--- config.mk ---
export PLATFORM = sky130hd
export DESIGN_NAME = uart_rx
export DESIGN_NICKNAME = d
export VERILOG_FILES = /design/src/design/uart_rx_pkg.sv /design/src/design/uart_rx.sv
export VERILOG_INCLUDE_DIRS = /design/src /design/src/design
export SDC_FILE = /design/constraint.sdc
export NUM_CORES = 1
export LEC_CHECK = 0
export BUFFER_PORTS_ARGS = -buffer_cell sky130_fd_sc_hd__buf_4
export CELL_PAD_IN_SITES_DETAIL_PLACEMENT = 2
export CELL_PAD_IN_SITES_GLOBAL_PLACEMENT = 2
export CORE_MARGIN = 4
export CORE_UTILIZATION = 25
export CTS_BUF_LIST = sky130_fd_sc_hd__clkbuf_2 sky130_fd_sc_hd__clkbuf_4 sky130_fd_sc_hd__clkbuf_8
export CTS_CLUSTER_DIAMETER = 120
export CTS_CLUSTER_SIZE = 30
export DETAILED_ROUTE_END_ITERATION = 7
export PLACE_DENSITY = 0.64
export SLEW_MARGIN = 30
export SYNTH_ARGS = -nofsm -noshare
export SYNTH_HDL_FRONTEND = slang
export SYNTH_SLANG_ARGS = --single-unit
--- constraint.sdc ---
create_clock -name CLK_SYS -period 8.9 [get_ports CLK_SYS]
set_input_delay 1.78 -clock CLK_SYS [delete_from_list [all_inputs] [get_ports CLK_SYS]]
set_output_delay 1.78 -clock CLK_SYS [all_outputs]
set_load 0.02 [all_outputs]
--- src/design/uart_rx_regs.svh ---
// register offsets, field positions, reset values and timing counts of the receiver
`ifndef UART_RX_REGS_SVH
`define UART_RX_REGS_SVH

// ***********
// offsets
// ***********
`define OFS_STATUS 8'h00
`define OFS_DATA 8'h04
`define OFS_CTRL1 8'h08
`define OFS_CTRL2 8'h0C
`define OFS_BAUD 8'h10
`define OFS_RX_FINE 8'h14
`define OFS_TX_FINE 8'h18

// ***********
// status fields
// ***********
`define ST_RX_FULL 5
`define ST_IDLE 4
`define ST_OVERRUN 3
`define ST_NOISE 2
`define ST_FRAME 1
`define ST_PARITY 0

// ***********
// control fields
// ***********
`define C1_BIT9 7
`define C1_TX_BIT9 6
`define C1_LONG 4
`define C1_WAKE 3
`define C1_PAR_ON 2
`define C1_PAR_ODD 1
`define C1_PAR_IRQ 0
`define C2_RX_IRQ 5
`define C2_IDLE_IRQ 4
`define C2_RX_EN 2
`define C2_MUTE 1
`define BAUD_COARSE 7:6
`define BAUD_TX 5:3
`define BAUD_RX 2:0

// ***********
// values and counts
// ***********
`define RST_REG 8'h00
`define COARSE_1 4'h1
`define COARSE_3 4'h3
`define COARSE_4 4'h4
`define COARSE_13 4'hD
`define OVERSAMPLE 5'h10
`define SAMPLE_LAST 4'hF
`define SAMPLE_A 4'h7
`define SAMPLE_B 4'h8
`define SAMPLE_C 4'h9
`define IDLE_TICKS_8 8'hA0
`define IDLE_TICKS_9 8'hB0
`define BITS_8 4'h8
`define BITS_9 4'h9
`define BREAK_DATA 8'h00

`endif

--- src/design/uart_rx_pkg.sv ---
// types shared by the receiver block
package uart_rx_pkg;
  typedef enum logic [1:0] {
    HUNT,
    START,
    DATA,
    STOP
  } rx_state_t;
  typedef logic [7:0] apb_addr_t;
  typedef logic [31:0] apb_data_t;
endpackage : uart_rx_pkg

--- src/design/uart_rx.sv ---
// uart receiver with baud generation, mute and wake-up, parity and apb registers
`timescale 1ns/1ps
`include "uart_rx_regs.svh"

module uart_rx (
  // clock and reset
  input wire logic CLK_SYS,
  input wire logic RST,
  // apb slave
  input wire logic PSEL,
  input wire logic PENABLE,
  input wire logic PWRITE,
  input wire uart_rx_pkg::apb_addr_t PADDR,
  input wire uart_rx_pkg::apb_data_t PWDATA,
  output uart_rx_pkg::apb_data_t PRDATA,
  output logic PREADY,
  output logic PSLVERR,
  // serial line and cpu mask
  input wire logic RXD,
  input wire logic [1:0] IRQ_MASK,
  // outputs
  output logic IRQ,
  output logic TX_BAUD_TICK,
  output logic TX_LOAD,
  output logic [8:0] TX_WORD
);
  import uart_rx_pkg::*;

  // ***********
  // helpers
  // ***********
  function automatic logic odd_ones(input logic [8:0] w, input logic long_word);
    odd_ones = long_word ? ^w[7:0] : ^w[6:0];
  endfunction : odd_ones

  function automatic logic [6:0] pow2_limit(input logic [2:0] sel);
    pow2_limit = 7'((8'h01 << sel) - 8'h01);
  endfunction : pow2_limit

  // ***********
  // registers
  // ***********
  logic [7:0] ctrl1;
  logic [7:0] ctrl2;
  logic [7:0] baud_reg;
  logic [7:0] rx_fine_div_reg;
  logic [7:0] tx_fine_div_reg;
  logic [7:0] rx_buffer;
  logic rx_full_flag, idle_flag, overrun_flag, noise_flag, frame_err_flag, parity_err_flag;
  logic clear_armed;
  logic long_word, parity_on, parity_odd_sel, rx_enable, mute_ctrl;

  assign long_word = ctrl1[`C1_LONG];
  assign parity_on = ctrl1[`C1_PAR_ON];
  assign parity_odd_sel = ctrl1[`C1_PAR_ODD];
  assign rx_enable = ctrl2[`C2_RX_EN];
  assign mute_ctrl = ctrl2[`C2_MUTE];

  logic setup, access, wr_en, rd_en, mapped;
  assign setup = PSEL & ~PENABLE;
  assign access = PSEL & PENABLE & PREADY;
  assign wr_en = access & PWRITE;
  assign rd_en = access & ~PWRITE;
  assign mapped = (PADDR == `OFS_STATUS) || (PADDR == `OFS_DATA) || (PADDR == `OFS_CTRL1) ||
                  (PADDR == `OFS_CTRL2) || (PADDR == `OFS_BAUD) ||
                  (PADDR == `OFS_RX_FINE) || (PADDR == `OFS_TX_FINE);

  // events from the receiver
  logic char_done, idle_seen, wake_idle, wake_mark;
  logic [8:0] shift;
  logic noise_acc, stop_bad;
  logic rx_buffer_load;

  logic [7:0] status;
  assign status = {2'b00, rx_full_flag, idle_flag, overrun_flag, noise_flag, frame_err_flag,
                   parity_err_flag};

  // ***********
  // apb slave
  // ***********
  // data is registered during setup, so exactly one access cycle
  always_ff @(posedge CLK_SYS) begin
    if (RST) begin
      PREADY <= 1'b0;
      PSLVERR <= 1'b0;
      PRDATA <= '0;
    end else begin
      PREADY <= setup;
      PSLVERR <= setup & ~mapped;
      if (setup & ~PWRITE) begin
        case (PADDR)
          `OFS_STATUS: PRDATA <= {24'h000000, status};
          `OFS_DATA: PRDATA <= {24'h000000, rx_buffer};
          `OFS_CTRL1: PRDATA <= {24'h000000, ctrl1};
          `OFS_CTRL2: PRDATA <= {24'h000000, ctrl2};
          `OFS_BAUD: PRDATA <= {24'h000000, baud_reg};
          `OFS_RX_FINE: PRDATA <= {24'h000000, rx_fine_div_reg};
          `OFS_TX_FINE: PRDATA <= {24'h000000, tx_fine_div_reg};
          default: PRDATA <= '0;
        endcase
      end
    end
  end

  // baud registers written freely; software keeps them still while enabled
  always_ff @(posedge CLK_SYS) begin
    if (RST) begin
      ctrl1 <= `RST_REG;
      ctrl2 <= `RST_REG;
      baud_reg <= `RST_REG;
      rx_fine_div_reg <= `RST_REG;
      tx_fine_div_reg <= `RST_REG;
    end else begin
      if (wr_en && PADDR == `OFS_CTRL1) begin
        ctrl1[6:0] <= PWDATA[6:0];
      end
      if (char_done && rx_buffer_load) begin
        ctrl1[`C1_BIT9] <= long_word & shift[8];
      end
      if (wr_en && PADDR == `OFS_CTRL2) begin
        ctrl2 <= PWDATA[7:0];
      end
      if (wake_idle | wake_mark) begin
        ctrl2[`C2_MUTE] <= 1'b0;
      end
      if (wr_en && PADDR == `OFS_BAUD) begin
        baud_reg <= PWDATA[7:0];
      end
      if (wr_en && PADDR == `OFS_RX_FINE) begin
        rx_fine_div_reg <= PWDATA[7:0];
      end
      if (wr_en && PADDR == `OFS_TX_FINE) begin
        tx_fine_div_reg <= PWDATA[7:0];
      end
    end
  end

  // ***********
  // baud generation
  // ***********
  logic [3:0] coarse_cnt, baud_div_coarse;
  logic [6:0] rx_rate_cnt, tx_rate_cnt;
  logic [7:0] rx_fine_cnt, tx_fine_cnt;
  logic [3:0] tx_os_cnt;
  logic coarse_tick, rx_rate_tick, tx_rate_tick, rx_tick, tx_fine_tick;

  always_comb begin
    case (baud_reg[`BAUD_COARSE])
      2'b00: baud_div_coarse = `COARSE_1;
      2'b01: baud_div_coarse = `COARSE_3;
      2'b10: baud_div_coarse = `COARSE_4;
      default: baud_div_coarse = `COARSE_13;
    endcase
  end

  assign coarse_tick = (coarse_cnt == 4'(baud_div_coarse - 4'h1));
  assign rx_rate_tick = coarse_tick && (rx_rate_cnt == pow2_limit(baud_reg[`BAUD_RX]));
  assign tx_rate_tick = coarse_tick && (tx_rate_cnt == pow2_limit(baud_reg[`BAUD_TX]));
  assign rx_tick = rx_rate_tick &&
                   (rx_fine_div_reg == 8'h00 || rx_fine_cnt == 8'(rx_fine_div_reg - 8'h01));
  assign tx_fine_tick = tx_rate_tick &&
                   (tx_fine_div_reg == 8'h00 || tx_fine_cnt == 8'(tx_fine_div_reg - 8'h01));

  always_ff @(posedge CLK_SYS) begin
    if (RST) begin
      coarse_cnt <= '0;
      rx_rate_cnt <= '0;
      tx_rate_cnt <= '0;
      rx_fine_cnt <= '0;
      tx_fine_cnt <= '0;
      tx_os_cnt <= '0;
      TX_BAUD_TICK <= 1'b0;
    end else begin
      coarse_cnt <= coarse_tick ? 4'h0 : 4'(coarse_cnt + 4'h1);
      if (coarse_tick) begin
        rx_rate_cnt <= rx_rate_tick ? 7'h00 : 7'(rx_rate_cnt + 7'h01);
        tx_rate_cnt <= tx_rate_tick ? 7'h00 : 7'(tx_rate_cnt + 7'h01);
      end
      if (rx_rate_tick) begin
        rx_fine_cnt <= rx_tick ? 8'h00 : 8'(rx_fine_cnt + 8'h01);
      end
      if (tx_rate_tick) begin
        tx_fine_cnt <= tx_fine_tick ? 8'h00 : 8'(tx_fine_cnt + 8'h01);
      end
      // final divide by sixteen for transmit
      if (tx_fine_tick) begin
        tx_os_cnt <= 4'(tx_os_cnt + 4'h1);
      end
      TX_BAUD_TICK <= tx_fine_tick && (tx_os_cnt == `SAMPLE_LAST);
    end
  end

  // ***********
  // receive sequencer
  // ***********
  rx_state_t state;
  logic [3:0] os_cnt, bit_cnt, nbits;
  logic [2:0] votes;
  logic line_prev, vote, idle_armed;
  logic [7:0] idle_cnt, idle_len;

  // data bits including any parity bit
  assign nbits = long_word ? `BITS_9 : `BITS_8;
  assign idle_len = long_word ? `IDLE_TICKS_9 : `IDLE_TICKS_8;
  assign vote = (votes[0] & votes[1]) | (votes[0] & votes[2]) | (votes[1] & votes[2]);

  always_ff @(posedge CLK_SYS) begin
    if (RST) begin
      state <= HUNT;
      os_cnt <= '0;
      bit_cnt <= '0;
      votes <= '0;
      shift <= '0;
      noise_acc <= 1'b0;
      stop_bad <= 1'b0;
      line_prev <= 1'b1;
      char_done <= 1'b0;
    end else begin
      char_done <= 1'b0;
      if (!rx_enable) begin
        state <= HUNT;
        line_prev <= 1'b1;
      end else if (rx_tick) begin
        line_prev <= RXD;
        if (os_cnt == `SAMPLE_A || os_cnt == `SAMPLE_B || os_cnt == `SAMPLE_C) begin
          votes <= {votes[1:0], RXD};
        end
        os_cnt <= 4'(os_cnt + 4'h1);
        case (state)
          HUNT: begin
            os_cnt <= 4'h1;
            if (line_prev && !RXD) begin
              state <= START;
              shift <= '0;
              noise_acc <= 1'b0;
              bit_cnt <= '0;
            end
          end
          START: begin
            if (os_cnt == `SAMPLE_LAST) begin
              state <= vote ? HUNT : DATA;
              line_prev <= 1'b1;
            end
          end
          DATA: begin
            if (os_cnt == `SAMPLE_LAST) begin
              shift[bit_cnt] <= vote;
              bit_cnt <= 4'(bit_cnt + 4'h1);
              if (bit_cnt == 4'(nbits - 4'h1)) begin
                state <= STOP;
              end
            end
          end
          STOP: begin
            // decide mid-stop so the next start edge is not missed
            if (os_cnt == 4'(`SAMPLE_C + 4'h1)) begin
              stop_bad <= ~vote;
              char_done <= 1'b1;
              state <= HUNT;
              line_prev <= vote;
            end
          end
          default: state <= HUNT;
        endcase
        if (state != HUNT && os_cnt == `SAMPLE_LAST && (votes == 3'b011 || votes == 3'b101 ||
            votes == 3'b110 || votes == 3'b001 || votes == 3'b010 || votes == 3'b100)) begin
          noise_acc <= 1'b1;
        end
      end
    end
  end

  // idle line: ten or eleven high bit times
  always_ff @(posedge CLK_SYS) begin
    if (RST) begin
      idle_cnt <= '0;
      idle_armed <= 1'b1;
      idle_seen <= 1'b0;
    end else begin
      idle_seen <= 1'b0;
      if (!rx_enable || state != HUNT || (rx_tick && !RXD)) begin
        idle_cnt <= '0;
      end else if (rx_tick && idle_cnt != idle_len) begin
        idle_cnt <= 8'(idle_cnt + 8'h01);
        if (8'(idle_cnt + 8'h01) == idle_len && idle_armed) begin
          idle_seen <= 1'b1;
        end
      end
      // only one idle event per quiet spell
      if (char_done) begin
        idle_armed <= 1'b1;
      end else if (idle_seen) begin
        idle_armed <= 1'b0;
      end
    end
  end

  // ***********
  // flags and buffer
  // ***********
  logic wake_msb, parity_bad, accept, do_clear;
  // data msb, skipping the parity position
  assign wake_msb = parity_on ? shift[4'(nbits - 4'h2)] : shift[4'(nbits - 4'h1)];
  // parity check over low bits plus parity
  assign parity_bad = parity_on &&
                      ((odd_ones(shift, long_word) ^ shift[4'(nbits - 4'h1)]) != parity_odd_sel);
  // address mark wakes and is received
  assign wake_mark = char_done && mute_ctrl && ctrl1[`C1_WAKE] && wake_msb;
  assign wake_idle = idle_seen && mute_ctrl && !ctrl1[`C1_WAKE];
  assign accept = char_done && (!mute_ctrl || wake_mark);
  assign rx_buffer_load = !rx_full_flag && (!mute_ctrl || wake_mark);
  assign do_clear = rd_en && PADDR == `OFS_DATA && clear_armed;

  always_ff @(posedge CLK_SYS) begin
    if (RST) begin
      clear_armed <= 1'b0;
    end else if (access && PADDR == `OFS_STATUS) begin
      clear_armed <= 1'b1;
    end else if (rd_en && PADDR == `OFS_DATA) begin
      clear_armed <= 1'b0;
    end
  end

  // a set in the clearing cycle wins
  always_ff @(posedge CLK_SYS) begin
    if (RST) begin
      rx_buffer <= `BREAK_DATA;
      rx_full_flag <= 1'b0;
      idle_flag <= 1'b0;
      overrun_flag <= 1'b0;
      noise_flag <= 1'b0;
      frame_err_flag <= 1'b0;
      parity_err_flag <= 1'b0;
    end else begin
      if (do_clear) begin
        rx_full_flag <= 1'b0;
        idle_flag <= 1'b0;
        overrun_flag <= 1'b0;
        noise_flag <= 1'b0;
        frame_err_flag <= 1'b0;
        parity_err_flag <= 1'b0;
      end
      if (accept && rx_full_flag) begin
        // overrun keeps buffer, sets only overrun and full
        overrun_flag <= 1'b1;
        rx_full_flag <= 1'b1;
      end else if (accept) begin
        rx_buffer <= shift[7:0];
        rx_full_flag <= 1'b1;
        noise_flag <= noise_acc;
        frame_err_flag <= stop_bad;
        parity_err_flag <= parity_bad;
      end
      // idle uses the same flag sequence
      if (idle_seen && !mute_ctrl) begin
        idle_flag <= 1'b1;
      end
    end
  end

  // ***********
  // interrupt request
  // ***********
  // enables gated by cpu mask
  always_ff @(posedge CLK_SYS) begin
    if (RST) begin
      IRQ <= 1'b0;
    end else begin
      IRQ <= (IRQ_MASK == 2'b00) &&
             ((ctrl2[`C2_RX_IRQ] && (rx_full_flag || overrun_flag)) ||
              (ctrl2[`C2_IDLE_IRQ] && idle_flag) ||
              (ctrl1[`C1_PAR_IRQ] && parity_err_flag));
    end
  end

  // ***********
  // transmit word with parity
  // ***********
  // parity replaces the data msb
  always_ff @(posedge CLK_SYS) begin
    if (RST) begin
      TX_WORD <= '0;
      TX_LOAD <= 1'b0;
    end else begin
      TX_LOAD <= wr_en && PADDR == `OFS_DATA;
      if (wr_en && PADDR == `OFS_DATA) begin
        case ({long_word, parity_on})
          2'b01: TX_WORD <= {1'b0, odd_ones(9'(PWDATA[6:0]), 1'b0) ^ parity_odd_sel,
                             PWDATA[6:0]};
          2'b10: TX_WORD <= {ctrl1[`C1_TX_BIT9], PWDATA[7:0]};
          2'b11: TX_WORD <= {odd_ones(9'(PWDATA[7:0]), 1'b1) ^ parity_odd_sel, PWDATA[7:0]};
          default: TX_WORD <= {1'b0, PWDATA[7:0]};
        endcase
      end
    end
  end
endmodule : uart_rx

==> impl_metrics.ini <==
[yosys]
yosysTopAreaCellShare_pct = 36.4
yosys_warnings = 0
synth_edf_count = 0
synth_area_per_cell_um2 = 8.34
synth-async-reset-ratio_pct = 0
ys_seq_area_share_pct = 36.4
synthTopCellsByArea = dfxtp_1, mux2i_1, xnor2_1
ys_types = 67
netlist_area_um2 = 8310
yosysTopAreaCell = dfxtp_1
synth_most_common_cell = dfxtp_1
synth_cells = 997
ys.flop_type = dfxtp_1
synth_common_cells = dfxtp_1, nor2_1, nand2_1
synth_seq_cells = 151

[cells_and_area]
layout-area-overhead-vs-synth_pct = 12.2
final_nets = 1077
antenna_cells = 0
final_core_util_pct = 28.5
reg_top3 = TX_WORD: 9 flops, shift: 9 flops
drive_above_1_share_pct = 11.0

[placement]
gp_congestion = 0.742
portBuffers = 45
dp_hpwl_um = 19100
place_ws_ns = 4.21

[detailed_routing]
drc = 0
num_vias = 7294
ant_nets = 0
drt-total-wl_um = 26700
drt-pass1-iter-count = 4
drt-initial-drc-count = 255
via_per_inst = 5.00
detail_route.wl_per_cell_um = 18.3

[flow_run]
maxCapViolCount = 0

[sta]
setup_viol = 0
setup_tns_ns = 0
worst_slew_pin_slew_ns = 0.917
fin_crit_sh_pct = 47.2
rsz0062_at_grt = no
fin_crit_ns = 4.20
finalHoldViolCount = 0
fin_skew_ns = 0.0163
final-max-slew-violation-count = 0
fin_ws_ns = 4.70
clock.fmax_ghz = 0.238
max_slew_margin_pct = 38.4

[grt]
grt_pass1_vias = 7700
antenna_found_initial = 0
grt_pass1_wl_um = 43400
grt_max_degree = 88
grt_usage_pct = 14.9
overflow = 0

[clocking]
clkSlewWorstSetupHoldPaths_ns = 0.09
cts.repair.resized = 0
clk_latency_ns = 0.48
cts-root-buf = clkbuf_8
post_cts_buffers = 0
cts_tree = yes
htreeDepth = 4
cts_buffer_depth = 2
holdBufCountCts = 0
clock-sinks = 151
numCtsBuffers = 17

[die]
fp-row-count = 66
die_height_um = 190
start_util_pct = 25.4
die_x_um = 190
io_pins = 94
coreArea_um2 = 32700
design.die.area_um2 = 36200

[worst_setup_path]
worstSetupPathType = in -> reg
path_max_fanout = 9
required_ns = 9.31
rr_worst_depth = 9
r2r-start = rx_fine_div_reg[0]
cp-end-kind = flop
start_kind = input port
worstPathArrival_ns = 4.61
reg2reg_to = idle_cnt[4]
reg2reg_slack_ns = 5.07

[pwr]
leakage_nw = 3.18
power_density_nw_per_um2 = 138
peakVddDrop_mv = 0.0855
finalPower_mw = 1.28

[worst_hold_path]
hold_path_end = TX_BAUD_TICK
min_path_type = reg -> reg
holdPathStages = 2
hp-start = tx_os_cnt[3]

[run_status]
status = finished, final reports clean
==> stage by stage <==
step / cells / area (um2) / hold WS [ns]
6_report: 1460 / 9330 / 0.456
5_1_grt: 1460 / 9330 / 0.479
4_1_cts: 1460 / 9320 / 0.461
3_5_place_dp: 1428 / 8930 / 0.447
3_3_place_gp: 1428 / 8910 / 0.440
2_1_floorplan: 1020 / 8400 / 0.422
==> logic make-up after synthesis <==
| family | share of synthesized area (%) |
|---|---|
| compound gates | 15.1 |
| xor+xnor | 7.80 |
| fa+ha+maj | 3.73 |
| buf+inv | 6.53 |
| flops | 36.4 |
| mux | 8.02 |
| other cells | 0.0451 |
| simple gates | 22.4 |
==> routing by layer <==
metal	part of all wire (%)	track usage [%]	wire length (um)
met5	0	0	0
met1	48	19.9	12900
met4	0.80	2.98	215
met3	2.0	2.64	531
met2	49	25.4	13100
==> power by group <==
group	total, mW	internal (mW)	switching, mW
Sequential	0.678	0.676	0.00133
Combinational	0.0604	0.0176	0.0427
Clock	0.545	0.261	0.284
Total	1.28	0.956	0.328
==> placed cells by master, fill, tap and decap left out, types with 4 or more instances in the layout <==
cell type / Yosys / layout
a211oi_1: 6 / 5
nand2_1: 75 / 75
dfxtp_1: 151 / 151
nand3b_1: 4 / 4
nor2_1: 115 / 115
a22oi_1: 18 / 18
or4_1: 13 / 13
nor3b_1: 9 / 8
ha_1: 24 / 24
a31oi_1: 10 / 10
a21o_1: 4 / 4
nand2b_1: 5 / 5
a32oi_1: 4 / 4
nand3_1: 38 / 38
nor3_1: 25 / 24
o211ai_1: 4 / 4
nand4_1: 21 / 21
clkbuf_8: 0 / 18
clkinv_2: 0 / 4
nor4_1: 13 / 13
xnor2_1: 51 / 51
a2bb2oi_1: 4 / 4
conb_1: 1 / 24
or2_2: 7 / 7
buf_4: 24 / 49
clkinvlp_4: 0 / 4
xor2_1: 23 / 23
and3_1: 9 / 9
nor2b_1: 10 / 10
mux2i_1: 52 / 52
inv_1: 33 / 33
o21ai_0: 44 / 44
a21oi_1: 63 / 63
or3_1: 7 / 7
o31ai_1: 16 / 16
mux4_2: 6 / 6
==> critical path, cell delays in order <==
cell and delay [ns]:
buf_4 0.11, or4_1 0.54, or2_2 0.38, nor2_1 0.49, nand2_1 0.24, nor3_1 0.75
nand2_1 0.15, a21oi_1 0.17
==> cell type report <==
type / count / area [um2]
fillers: 3773 / 23400
multi-input cells: 752 / 4860
flip-flops and latches: 151 / 3020
well taps: 442 / 553
repair buffers: 50 / 379
clock buffers: 20 / 263
clock inverters: 12 / 128
inverters: 33 / 124
==> how the worst max path moves through the flow <==
stage / from / to / slack (ns) / cells after the start
after detailed placement: PADDR[1] / ctrl2[1] / 4.21 / 8
after global routing: PADDR[1] / ctrl1[4] / 4.47 / 8
after CTS: rx_fine_div_reg[0] / idle_cnt[1] / 4.72 / 9
after floorplan: PADDR[1] / ctrl2[1] / 4.82 / 8
final: PADDR[1] / ctrl1[6] / 4.70 / 8
after global placement: PADDR[1] / ctrl1[2] / 4.28 / 8
(Power assumes the default switching activity.)
